[src/core/ext_irq_regs.vh]
// register indices, field positions and reset values of the external interrupt unit
`ifndef EXT_IRQ_REGS_VH
`define EXT_IRQ_REGS_VH

// ------------------------------------------------------------
// register indices (byte address is four times the index)
// ------------------------------------------------------------
`define IDX_TOGGLE_FLAG 7'h3B
`define IDX_EXT_IRQ_FLAG 7'h3C
`define IDX_EXT_IRQ_ENABLE 7'h3D
`define IDX_PIN_CHANGE_CONTROL 7'h68
`define IDX_EXT_IRQ_SENSE_CONTROL 7'h69
`define IDX_TOGGLE_SELECT_ZERO 7'h6B
`define IDX_TOGGLE_SELECT_ONE 7'h6C
`define IDX_TOGGLE_SELECT_TWO 7'h6D
`define IDX_TOGGLE_SELECT_THREE 7'h73

// ------------------------------------------------------------
// writable bits of each register
// ------------------------------------------------------------
`define MASK_TOGGLE_FLAG 8'h0F
`define MASK_EXT_IRQ_FLAG 8'h01
`define MASK_EXT_IRQ_ENABLE 8'h01
`define MASK_PIN_CHANGE_CONTROL 8'h0F
`define MASK_SENSE_CONTROL 8'h03
`define MASK_SELECT_ZERO 8'h0F
`define MASK_SELECT_ONE 8'h08
`define MASK_SELECT_TWO 8'hF7
`define MASK_SELECT_THREE 8'h0F

// ------------------------------------------------------------
// reset value shared by every register
// ------------------------------------------------------------
`define REG_RESET 8'h00

// ------------------------------------------------------------
// sense select encodings
// ------------------------------------------------------------
`define SENSE_LOW_LEVEL 2'h0
`define SENSE_ANY_EDGE 2'h1
`define SENSE_FALLING 2'h2
`define SENSE_RISING 2'h3

// ------------------------------------------------------------
// field positions
// ------------------------------------------------------------
`define BIT_SENSED 0
`define SEL_ONE_PIN 3
`define GRP3_HI 27
`define GRP3_LO 24
`define GRP2_HI 23
`define GRP2_LO 16
`define GRP1_PIN 11
`define GRP0_HI 3
`define GRP0_LO 0

// ------------------------------------------------------------
// timing: least pulse width on the sensed pin
// ------------------------------------------------------------
`define CLK_PERIOD_NS 8
`define T_INT_NS 50
`define T_INT_CYCLES ((`T_INT_NS + `CLK_PERIOD_NS - 1) / `CLK_PERIOD_NS)

`endif

[src/core/pin_edge_detect.v]
// sampled edge detector for a vector of pins
module pin_edge_detect #(
  parameter W = 1
) (
  // clock and reset
  input wire clk_i,
  input wire rst_i,
  // pin levels
  input wire [W-1:0] pin_i,
  // edge pulses
  output wire [W-1:0] rise_o,
  output wire [W-1:0] fall_o
);

  // ------------------------------------------------------------
  // previous sample and first-sample guard
  // ------------------------------------------------------------
  reg [W-1:0] prev_r;
  reg primed_r;

  // keep last level; first sample after reset gives no edge
  always @(posedge clk_i) begin
    if (rst_i) begin
      prev_r <= {W{1'b0}};
      primed_r <= 1'b0;
    end else begin
      prev_r <= pin_i;
      primed_r <= 1'b1;
    end
  end

  // ------------------------------------------------------------
  // edge decode
  // ------------------------------------------------------------
  assign rise_o = {W{primed_r}} & pin_i & ~prev_r;
  assign fall_o = {W{primed_r}} & ~pin_i & prev_r;

endmodule // pin_edge_detect

[src/core/external_pin_interrupts.v]
// external pin interrupt unit with wishbone register slave
//
// Summary of operation
// pins sensed even while driven as outputs
// four pin-change groups over fixed pin ranges
// only mask-selected pins feed group requests
// pin changes detected without i/o clock
// sense select: low, any, falling, rising
// low level requests while pin stays low
// level and edges detected without i/o clock
// short wake level gives no interrupt
// pulses over minimum width always caught
// source holds low level past instruction
// software disables before changing sense select
// sensed request needs enable and global enable
// flag sets on event; vector only enabled
// flag cleared by routine or writing one
// flag held zero in low-level mode
// sleep with disabled pin may set flag
// group three needs group and global enable
// groups two to zero enabled likewise
// group flags set on request, cleared likewise
// reserved bits read zero, ignore writes
//
// Chosen here: the Wishbone interface to the registers.
`include "ext_irq_regs.vh"

module external_pin_interrupts #(
  parameter NPINS = 28
) (
  // clock and reset
  input wire clk_i,
  input wire rst_i,
  // wishbone slave
  input wire cyc_i,
  input wire stb_i,
  input wire we_i,
  input wire [8:2] adr_i,
  input wire [3:0] sel_i,
  input wire [31:0] dat_i,
  output wire [31:0] dat_o,
  output wire ack_o,
  // device pins
  input wire sensed_irq_pin_i,
  input wire [NPINS-1:0] toggle_watch_inputs_i,
  // cpu side
  input wire global_irq_enable_i,
  input wire sleep_i,
  input wire sensed_ack_i,
  input wire [3:0] toggle_group_ack_i,
  output wire sensed_irq_o,
  output wire toggle_group_three_request_o,
  output wire [2:0] toggle_group_request_o,
  output wire wake_o
);

  // ------------------------------------------------------------
  // functions
  // ------------------------------------------------------------

  // edge choice of the sense select
  function sense_hit;
    input [1:0] mode;
    input rise;
    input fall;
    begin
      case (mode)
        `SENSE_ANY_EDGE: sense_hit = rise | fall;
        `SENSE_FALLING: sense_hit = fall;
        `SENSE_RISING: sense_hit = rise;
        default: sense_hit = 1'b0;
      endcase
    end
  endfunction

  // write-one-to-clear with set winning over clear
  function [7:0] w1c_update;
    input [7:0] cur;
    input [7:0] set;
    input [7:0] clr;
    begin
      w1c_update = (cur & ~clr) | set;
    end
  endfunction

  // ------------------------------------------------------------
  // registers
  // ------------------------------------------------------------
  reg [7:0] ext_irq_flag_r;
  reg [7:0] ext_irq_flag_nxt;
  reg [7:0] toggle_flag_r;
  reg [7:0] toggle_flag_nxt;
  reg [7:0] ext_irq_enable_r;
  reg [7:0] pin_change_control_r;
  reg [7:0] ext_irq_sense_control_r;
  reg [7:0] toggle_pin_select_zero_r;
  reg [7:0] toggle_pin_select_one_r;
  reg [7:0] toggle_pin_select_two_r;
  reg [7:0] toggle_pin_select_three_r;
  reg ack_r;
  reg [7:0] rdata_r;
  reg [7:0] rdata_nxt;

  // ------------------------------------------------------------
  // bus decode
  // ------------------------------------------------------------
  wire bus_req;
  wire wr_commit;
  wire [7:0] wbyte;
  wire wlane;

  // request seen; write takes effect on the edge that sees ack
  assign bus_req = cyc_i & stb_i;
  assign wr_commit = bus_req & we_i & ack_r;
  assign wlane = sel_i[0];
  assign wbyte = dat_i[7:0];

  wire wr_flag;
  wire wr_toggle_flag;
  wire wr_enable;
  wire wr_control;
  wire wr_sense;
  wire wr_sel0;
  wire wr_sel1;
  wire wr_sel2;
  wire wr_sel3;

  // per-register write strobes on byte lane 0
  assign wr_flag = wr_commit & wlane & (adr_i == `IDX_EXT_IRQ_FLAG);
  assign wr_toggle_flag = wr_commit & wlane & (adr_i == `IDX_TOGGLE_FLAG);
  assign wr_enable = wr_commit & wlane & (adr_i == `IDX_EXT_IRQ_ENABLE);
  assign wr_control = wr_commit & wlane & (adr_i == `IDX_PIN_CHANGE_CONTROL);
  assign wr_sense = wr_commit & wlane & (adr_i == `IDX_EXT_IRQ_SENSE_CONTROL);
  assign wr_sel0 = wr_commit & wlane & (adr_i == `IDX_TOGGLE_SELECT_ZERO);
  assign wr_sel1 = wr_commit & wlane & (adr_i == `IDX_TOGGLE_SELECT_ONE);
  assign wr_sel2 = wr_commit & wlane & (adr_i == `IDX_TOGGLE_SELECT_TWO);
  assign wr_sel3 = wr_commit & wlane & (adr_i == `IDX_TOGGLE_SELECT_THREE);

  // ------------------------------------------------------------
  // sensed pin path
  // ------------------------------------------------------------
  wire sense_en;
  wire pin_seen;
  wire sensed_rise;
  wire sensed_fall;
  wire level_mode;
  wire sensed_event;
  wire sensed_low;

  // pad level is read back even when the pin drives
  // buffer off in sleep with the pin disabled reads low
  assign sense_en = ext_irq_enable_r[`BIT_SENSED];
  assign pin_seen = (sleep_i & ~sense_en) ? 1'b0 : sensed_irq_pin_i;
  assign level_mode = (ext_irq_sense_control_r[1:0] == `SENSE_LOW_LEVEL);
  assign sensed_low = ~pin_seen;

  // every sample is checked, so pulses of one period or more count
  pin_edge_detect #(
    .W(1)
  ) u_sensed_edge (
    .clk_i(clk_i),
    .rst_i(rst_i),
    .pin_i(pin_seen),
    .rise_o(sensed_rise),
    .fall_o(sensed_fall)
  );

  // edge choice from the sense select
  assign sensed_event = sense_hit(ext_irq_sense_control_r[1:0], sensed_rise, sensed_fall);

  // ------------------------------------------------------------
  // pin-change path
  // ------------------------------------------------------------
  wire [NPINS-1:0] pc_rise;
  wire [NPINS-1:0] pc_fall;
  wire [NPINS-1:0] pc_change;
  wire [3:0] group_change;

  // toggles sampled on outputs too
  pin_edge_detect #(
    .W(NPINS)
  ) u_toggle_edge (
    .clk_i(clk_i),
    .rst_i(rst_i),
    .pin_i(toggle_watch_inputs_i),
    .rise_o(pc_rise),
    .fall_o(pc_fall)
  );

  assign pc_change = pc_rise | pc_fall;

  // group ranges and per-pin select, see R2
  assign group_change[3] = |(pc_change[`GRP3_HI:`GRP3_LO] & toggle_pin_select_three_r[3:0]);
  assign group_change[2] = |(pc_change[`GRP2_HI:`GRP2_LO] & toggle_pin_select_two_r);
  assign group_change[1] = pc_change[`GRP1_PIN] & toggle_pin_select_one_r[`SEL_ONE_PIN];
  assign group_change[0] = |(pc_change[`GRP0_HI:`GRP0_LO] & toggle_pin_select_zero_r[3:0]);

  // ------------------------------------------------------------
  // flag next values
  // ------------------------------------------------------------
  reg [7:0] sensed_set;
  reg [7:0] sensed_clr;
  reg [7:0] group_set;
  reg [7:0] group_clr;

  // sensed flag: event sets, routine or write-one clears, see R13
  always @* begin
    sensed_set = 8'h00;
    sensed_clr = 8'h00;
    sensed_set[`BIT_SENSED] = sensed_event;
    sensed_clr[`BIT_SENSED] = sensed_ack_i;
    if (wr_flag) begin
      sensed_clr = sensed_clr | (wbyte & `MASK_EXT_IRQ_FLAG);
    end
    ext_irq_flag_nxt = w1c_update(ext_irq_flag_r, sensed_set, sensed_clr);
    if (level_mode) begin
      ext_irq_flag_nxt = `REG_RESET;
    end
  end

  // group flags set by any selected toggle
  always @* begin
    group_set = {4'h0, group_change};
    group_clr = {4'h0, toggle_group_ack_i};
    if (wr_toggle_flag) begin
      group_clr = group_clr | (wbyte & `MASK_TOGGLE_FLAG);
    end
    toggle_flag_nxt = w1c_update(toggle_flag_r, group_set, group_clr);
  end

  // ------------------------------------------------------------
  // flag registers
  // ------------------------------------------------------------

  // detection runs on every edge with no enable, see R4
  always @(posedge clk_i) begin
    if (rst_i) begin
      ext_irq_flag_r <= `REG_RESET;
      toggle_flag_r <= `REG_RESET;
    end else begin
      ext_irq_flag_r <= ext_irq_flag_nxt;
      toggle_flag_r <= toggle_flag_nxt;
    end
  end

  // ------------------------------------------------------------
  // control registers
  // ------------------------------------------------------------

  // reserved bits masked off on write
  always @(posedge clk_i) begin
    if (rst_i) begin
      ext_irq_enable_r <= `REG_RESET;
      pin_change_control_r <= `REG_RESET;
      ext_irq_sense_control_r <= `REG_RESET;
    end else begin
      if (wr_enable) begin
        ext_irq_enable_r <= wbyte & `MASK_EXT_IRQ_ENABLE;
      end
      if (wr_control) begin
        pin_change_control_r <= wbyte & `MASK_PIN_CHANGE_CONTROL;
      end
      if (wr_sense) begin
        ext_irq_sense_control_r <= wbyte & `MASK_SENSE_CONTROL;
      end
    end
  end

  // per-pin select masks, see R3
  always @(posedge clk_i) begin
    if (rst_i) begin
      toggle_pin_select_zero_r <= `REG_RESET;
      toggle_pin_select_one_r <= `REG_RESET;
      toggle_pin_select_two_r <= `REG_RESET;
      toggle_pin_select_three_r <= `REG_RESET;
    end else begin
      if (wr_sel0) begin
        toggle_pin_select_zero_r <= wbyte & `MASK_SELECT_ZERO;
      end
      if (wr_sel1) begin
        toggle_pin_select_one_r <= wbyte & `MASK_SELECT_ONE;
      end
      if (wr_sel2) begin
        toggle_pin_select_two_r <= wbyte & `MASK_SELECT_TWO;
      end
      if (wr_sel3) begin
        toggle_pin_select_three_r <= wbyte & `MASK_SELECT_THREE;
      end
    end
  end

  // ------------------------------------------------------------
  // read mux
  // ------------------------------------------------------------

  // unmapped indices read zero
  always @* begin
    case (adr_i)
      `IDX_EXT_IRQ_FLAG: rdata_nxt = ext_irq_flag_r;
      `IDX_TOGGLE_FLAG: rdata_nxt = toggle_flag_r;
      `IDX_EXT_IRQ_ENABLE: rdata_nxt = ext_irq_enable_r;
      `IDX_PIN_CHANGE_CONTROL: rdata_nxt = pin_change_control_r;
      `IDX_EXT_IRQ_SENSE_CONTROL: rdata_nxt = ext_irq_sense_control_r;
      `IDX_TOGGLE_SELECT_ZERO: rdata_nxt = toggle_pin_select_zero_r;
      `IDX_TOGGLE_SELECT_ONE: rdata_nxt = toggle_pin_select_one_r;
      `IDX_TOGGLE_SELECT_TWO: rdata_nxt = toggle_pin_select_two_r;
      `IDX_TOGGLE_SELECT_THREE: rdata_nxt = toggle_pin_select_three_r;
      default: rdata_nxt = 8'h00;
    endcase
  end

  // ------------------------------------------------------------
  // bus answer
  // ------------------------------------------------------------

  // ack one cycle after the request, dropped the cycle after
  always @(posedge clk_i) begin
    if (rst_i) begin
      ack_r <= 1'b0;
      rdata_r <= 8'h00;
    end else begin
      ack_r <= bus_req & ~ack_r;
      rdata_r <= rdata_nxt;
    end
  end

  assign ack_o = ack_r;
  assign dat_o = {24'h000000, rdata_r}; // upper bits read zero

  // ------------------------------------------------------------
  // interrupt requests
  // ------------------------------------------------------------
  wire sensed_armed;
  wire [3:0] group_armed;

  // sensed request gated by its enable and the global enable
  assign sensed_armed = sense_en & global_irq_enable_i;

  // low level asks only while the pin is low, so a short level leaves no
  // request pending once the pin is high again; see R6 see R8
  assign sensed_irq_o = sensed_armed & (level_mode ? sensed_low : ext_irq_flag_r[`BIT_SENSED]);

  // group request gated by group and global enable, see R17
  assign group_armed = pin_change_control_r[3:0] & {4{global_irq_enable_i}};
  assign toggle_group_three_request_o = group_armed[3] & toggle_flag_r[3];
  assign toggle_group_request_o = group_armed[2:0] & toggle_flag_r[2:0];

  // ------------------------------------------------------------
  // wake-up
  // ------------------------------------------------------------

  // wake from an enabled source regardless of the global enable, see R4
  assign wake_o = (sense_en & (level_mode ? sensed_low : sensed_event))
    | (|(pin_change_control_r[3:0] & group_change));

endmodule // external_pin_interrupts

[config.mk]
export PLATFORM = sky130hd
export DESIGN_NAME = external_pin_interrupts
export DESIGN_NICKNAME = d
export VERILOG_FILES = /design/src/core/pin_edge_detect.v /design/src/core/external_pin_interrupts.v
export VERILOG_INCLUDE_DIRS = /design/src /design/src/core
export SDC_FILE = /design/constraint.sdc
export NUM_CORES = 1
export LEC_CHECK = 0
export ABC_AREA = 1
export ABC_CLOCK_PERIOD_IN_PS = 2300
export BUFFER_PORTS_ARGS = -buffer_cell sky130_fd_sc_hd__buf_2
export CAP_MARGIN = 15
export CORE_MARGIN = 2
export CORE_UTILIZATION = 51
export CTS_BUF_LIST = sky130_fd_sc_hd__clkbuf_4 sky130_fd_sc_hd__clkbuf_8 sky130_fd_sc_hd__clkbuf_16
export CTS_CLUSTER_SIZE = 14
export DETAILED_ROUTE_END_ITERATION = 16
export PLACE_DENSITY = 0.85
export RECOVER_POWER = 100
export SYNTH_ARGS = -nofsm -noshare
export SYNTH_HDL_FRONTEND = slang
export SYNTH_SLANG_ARGS = --single-unit
export TNS_END_PERCENT = 10
[constraint.sdc]
create_clock -name clk_i -period 2.3 [get_ports clk_i]
set_input_delay 0.23 -clock clk_i [delete_from_list [all_inputs] [get_ports clk_i]]
set_output_delay 0.23 -clock clk_i [all_outputs]
set_load 0.05 [all_outputs]
=== After elaboration in Yosys (flattened, before gate mapping) ===
Cells that the tools add are included.

* Reductions and logical operators: 6
* Eq/ne operators: 12
* Muxes and demuxes: 8
* Bitwise operators: 51

{| class="wikitable"
|+ Operator list
! cell !! number
|-
| $and 28x28->28 || 4
|-
| $pmux 8 s9 || 1
|-
| $not 28->28 || 2
|-
| $eq 7x7->1 const B || 6
|-
| $or 28x28->28 || 1
|-
| $and 1x1->1 || 24
|-
| $and 8x8->8 || 3
|-
| $eq 7x6->1 const B || 3
|-
| $and 4x4->4 || 4
|-
| $not 8->8 || 2
|-
| $reduce_or 4->1 || 3
|-
| $or 8x1->8 || 1
|-
| $or 8x4->8 || 1
|-
| $reduce_or 8->1 || 1
|-
| $mux 1 || 5
|-
| $eq 2x2->1 const B || 2
|-
| $mux 4 || 1
|-
| $not 1->1 || 4
|-
| $or 4x4->4 || 1
|-
| $and 3x3->3 || 1
|-
| $or 1x1->1 || 3
|-
| $pmux 1 s3 || 1
|-
| $eq 2x1->1 const B || 1
|-
| $logic_not 2->1 || 1
|-
| $reduce_or 2->1 || 1
|}

* Register bits after elaboration: 78

=== Depth between registers and ports, before layout ===
* Depth after elaboration: 11
* Gate-level depth with buffers: 11
* Gate-level depth less buffers: 11

=== Cells and area by module ===
From an unflattened synthesis, not the netlist that was laid out.

* Cells, all modules: 519
* Area total of the unflattened synthesis: 3469.6 sq um

{| class="wikitable"
|+ By module, submodules not included
! module !! cells an instance !! seq. area each (sq um) !! instances !! area each (sq um)
|-
| external_pin_interrupts || 303 || 740.7 || 1 || 2115.8
|-
| pin_edge_detect (u_toggle_edge) || 207 || 580.6 || 1 || 1287.5
|-
| pin_edge_detect (u_sensed_edge) || 9 || 40.0 || 1 || 66.3
|}

=== Worst setup path before layout ===
OpenSTA, ideal clock, no wires.

* Path kind: register -> output
* From: register pin_change_control_r[2]
* To: output port toggle_group_request_o[2]
* Arrival: 1.468 ns
* Stages on the path, launching flop included: 3
* Required time: 2.070 ns
* Setup slack: 0.602 ns
* Path through: dfxtp_1 inv_1 nor3_1

* Word-level cells in the longest chain between the ends: 2

{| class="wikitable"
|+ Ends and longest elaborated chain
! element !! RTL line !! text
|-
| from (decl) || external_pin_interrupts.v:94 || <nowiki>reg [7:0] pin_change_control_r;</nowiki>
|-
| from (signal assigned) || external_pin_interrupts.v:254 || <nowiki>pin_change_control_r <= `REG_RESET;</nowiki>
|-
| from (signal assigned) || external_pin_interrupts.v:261 || <nowiki>pin_change_control_r <= wbyte & `MASK_PIN_CHANGE_CONTROL;</nowiki>
|-
| $and 4x4->4 || external_pin_interrupts.v:344 || <nowiki>assign group_armed = pin_change_control_r[3:0] & {4{global_irq_enable_i}};</nowiki>
|-
| $and 3x3->3 || external_pin_interrupts.v:346 || <nowiki>assign toggle_group_request_o = group_armed[2:0] & toggle_flag_r[2:0];</nowiki>
|-
| to (decl) || external_pin_interrupts.v:53 || <nowiki>output wire [2:0] toggle_group_request_o,</nowiki>
|}

Every way passes these cells.

=== Worst setup path in the final report ===
* From: register ext_irq_sense_control_r[0]
* To: output port wake_o

* Word-level cells in the longest chain between the ends: 5
* Elaborated cells on any way between the ends: 8
* Those cells by class: eq/ne: 3; mux: 2; bitwise: 2; reduce/logical: 1

{| class="wikitable"
|+ Ends and longest elaborated chain
! element !! RTL line !! text
|-
| from (decl) || external_pin_interrupts.v:95 || <nowiki>reg [7:0] ext_irq_sense_control_r;</nowiki>
|-
| from (signal assigned) || external_pin_interrupts.v:255 || <nowiki>ext_irq_sense_control_r <= `REG_RESET;</nowiki>
|-
| from (signal assigned) || external_pin_interrupts.v:264 || <nowiki>ext_irq_sense_control_r <= wbyte & `MASK_SENSE_CONTROL;</nowiki>
|-
| $eq 2x2->1 / $eq 2x1->1 (equally long branches) || external_pin_interrupts.v:67 || <nowiki>case (mode)</nowiki>
|-
| $pmux 1 s3 || external_pin_interrupts.v:67 ||
|-
| $mux 1 * || external_pin_interrupts.v:353 || <nowiki>assign wake_o = (sense_en & (level_mode ? sensed_low : sensed_event))</nowiki>
|-
| $and 1x1->1 * || external_pin_interrupts.v:353 ||
|-
| $or 1x1->1 * || external_pin_interrupts.v:354 || <nowiki>| (|(pin_change_control_r[3:0] & group_change));</nowiki>
|-
| to (decl) || external_pin_interrupts.v:54 || <nowiki>output wire wake_o</nowiki>
|}

Every way passes the cells marked *; elsewhere a longest branch is shown, timed or not.

==> flow_metrics.env <==
export IMPL_critPathArrivalTime_ps=1720
export IMPL_irDropWorstVdd_v=0.000436
export IMPL_nFillCells=557
export IMPL_syn_to_final_growth_pct=10.3
export IMPL_grt_pass1_wl_um=10700
export IMPL_numCtsBuffers=5
export IMPL_fp_coreArea_um2=5440
export IMPL_die_h_um=78.6
export IMPL_cp_endpoint="wake_o"
export IMPL_synthCells=411
export IMPL_drive_above_1_share_pct=15.9
export IMPL_pin_count=123
export IMPL_num_antenna_cells=0
export IMPL_endpoint_kind="output port"
export IMPL_power_density_nw_per_um2=552
export IMPL_insertion_delay_ps=310
export IMPL_fin_skew_ps=5.32
export IMPL_worstPathRequired_ps=2070
export IMPL_initialDrtViolationCount=120
export IMPL_synth_area_per_cell_um2=6.91
export IMPL_cpMostUsedCell="nand2_1"
export IMPL_crit_fanout=5
export IMPL_synth_edf_count=0
export IMPL_yosys_cell_types_count=33
export IMPL_status="finished, violations left"
export IMPL_gp_congestion=0.907
export IMPL_cpPeakStageDelay_ps=420
export IMPL_finalSetupTns_ps=0
export IMPL_worst_pin_slew_ps=1560
export IMPL_async_reset_ff_share_pct=0
export IMPL_start_util_pct=52.2
export IMPL_cp_slowest_cell="dfxtp_1"
export IMPL_cp_top_family="simple AND/OR/NAND/NOR gates"
export IMPL_route_detailed_wl_per_inst_um=11.7
export IMPL_antenna_found_initial=0
export IMPL_place_area_um2=3120
export IMPL_finalSetupViolations=0
export IMPL_violations="capacitance limit, slew limit"
export IMPL_dr_pass1_iters=5
export IMPL_r2r_end="toggle_pin_select_zero_r[2]"
export IMPL_postCtsResizedCells=0
export IMPL_r2r_setup_slack_ps=550
export IMPL_cts_setup_buffers=0
export IMPL_seq_area_frac_synth_pct=38.8
export IMPL_post_route_period_util_pct=84.7
export IMPL_relSlewSlack_pct=-3.82
export IMPL_die_w_um=78.6
export IMPL_drv_cap=1
export IMPL_cts_sinks=55
export IMPL_startpoint_type="register"
export IMPL_drcViolationCount=0
export IMPL_yosys_warnings=0
export IMPL_num_vias=2644
export IMPL_finalNonFillerCells=543
export IMPL_dp_cells=536
export IMPL_dieArea_um2=6180
export IMPL_track_usage_pct=21.6
export IMPL_cts_tree="yes"
export IMPL_netlist_area_um2=2840
export IMPL_ys_flop_type="dfxtp_1"
export IMPL_critPathLaunch="ext_irq_sense_control_r[0]"
export IMPL_post_dp_hpwl_um=4850
export IMPL_hold_buffers=0
export IMPL_r2r_start="ack_o"
export IMPL_synth_top_area_share_pct=38.8
export IMPL_hold_path_startpoint="toggle_watch_inputs_i[26]"
export IMPL_use_met2_pct=37.9
export IMPL_grt_busiest_layer="met2"
export IMPL_holdCritPathClass="in -> reg"
export IMPL_p_leak_nw=1.49
export IMPL_path_cells="nor2_1 > inv_1 > nand3_1 > nand2_1 > nand2_1 > nand2_1 > nand2_1 > nand2_1 > inv_1 > nand2_1 > clkbuf_2"
export IMPL_final_cell_area_um2=3130
export IMPL_met3_usage_pct=3.79
export IMPL_cts_htree_levels=2
export IMPL_yosysTopAreaCell="dfxtp_1"
export IMPL_clk_pin_slew_ps=90
export IMPL_path_depth=11
export IMPL_root_buffer="clkbuf_8"
export IMPL_use_met1_pct=26.8
export IMPL_via_per_inst=4.87
export IMPL_final_common_cell="nand2_1"
export IMPL_ys_seq_elements=55
export IMPL_grt_overflow=0
export IMPL_grt_max_degree=33
export IMPL_slew_violations=33
export IMPL_finalPower_mw=1.73
export IMPL_final_cell_mix="91 x nand2_1, 65 x nor2_1, 55 x dfxtp_1"
export IMPL_grt_pass1_vias=2400
export IMPL_finalHoldViolCount=0
export IMPL_ant_nets=0
export IMPL_io_buffers=59
export IMPL_cp_num_buf_inv=3
export IMPL_rows=27
export IMPL_max_freq_mhz=513
export IMPL_fin_nets=555
export IMPL_rsz0062_at_grt="no"
export IMPL_ys_top_cells_by_area="dfxtp_1 39%, nand2_1 12%, nor2_1 7.8%"
export IMPL_fin_crit_ps=1950
export IMPL_drt_total_wl_um=6340
export IMPL_rr_worst_depth=6
export IMPL_cts_buffer_depth=2
export IMPL_criticalPathCategory="reg -> out"
==> metal layers <==
layer,vias to the layer above,wire length (µm)
met5,-,0
met1,1178,2660
li1,1362,-
met3,8,405
met2,96,3180
met4,0,90
==> kinds of logic (layout without fill, tap and decap cells) <==
family                 count (synthesis)  after routing  share of synthesized area (%)
buffers and inverters                 91            128                           15.5
DFF                                   55             55                           38.8
and+or+nand+nor                      208            208                           34.3
other                                  1             24                          0.132
AOI/OAI and AO/OA                     56             56                           11.3
==> layout make-up <==
type	instances	area, µm²	area share (%)
well taps	72	90.1	2.88
flip-flops and latches	55	1100	35.2
inverters	60	226	7.23
clock buffers	5	68.8	2.20
clock inverters	2	13.8	0.439
multi-input cells	288	1340	42.9
repair buffers	61	289	9.23
==> per-stage QoR <==
step | hold WS (ps) | utilization (%) | setup WS [ps]
3_5_place_dp | 445 | 57.3 | 736
4_1_cts | 129 | 58.8 | 384
3_3_place_gp | 434 | 57.3 | 781
5_1_grt | 153 | 57.6 | 183
2_1_floorplan | 337 | - | 602
6_report | 136 | 57.6 | 351
==> sequential cells by signal (all words and copies together) (netlist names) <==
signal / count
u_sensed_edge.prev_r: 1
toggle_pin_select_three_r: 4
ack_o: 1
ext_irq_sense_control_r: 2
u_toggle_edge.primed_r: 1
ext_irq_flag_r: 1
pin_change_control_r: 4
toggle_pin_select_zero_r: 4
toggle_pin_select_two_r: 7
toggle_flag_r: 4
rdata_r: 8
ext_irq_enable_r: 1
u_toggle_edge.prev_r: 16
toggle_pin_select_one_r: 1
==> worst min-delay path by stage <==
stage	endpoint	slack, ps	cells past startpoint
6_report	u_toggle_edge.prev_r[26]	140	3
3_5_place_dp	rdata_r[4]	440	2
2_1_floorplan	u_toggle_edge.prev_r[11]	340	2
4_1_cts	u_toggle_edge.prev_r[11]	130	3
3_3_place_gp	ack_o	430	1
5_1_grt	u_toggle_edge.prev_r[25]	150	3
==> power by group <==
group          switching [mW]  leakage [nW]  internal [mW]
clock                   0.307        0.0440          0.209
combinational           0.180         0.995         0.0546
sequential            0.00831         0.448          0.969
==> Yosys cell counts, types with 2 or more instances <==
cell type  count
nor2_2         3
nand2_1       90
o21ai_1       13
nand3_4        2
buf_2          2
a21oi_1       21
nor2_1        59
a21oi_2        2
clkbuf_1       5
nand3b_1       4
nand4_1        5
o21ai_0       13
nand2_2        3
nand3_1       27
nor3_1         4
dfxtp_1       55
a211oi_2       3
inv_2          6
nor2_4         6
inv_1         52
buf_4         24
==> worst min-delay path, stage by stage <==
cell	delay, ps
buf_2	110
inv_1	40
nor2_1	30
No activity file was read; power rests on OpenSTA's default activity.
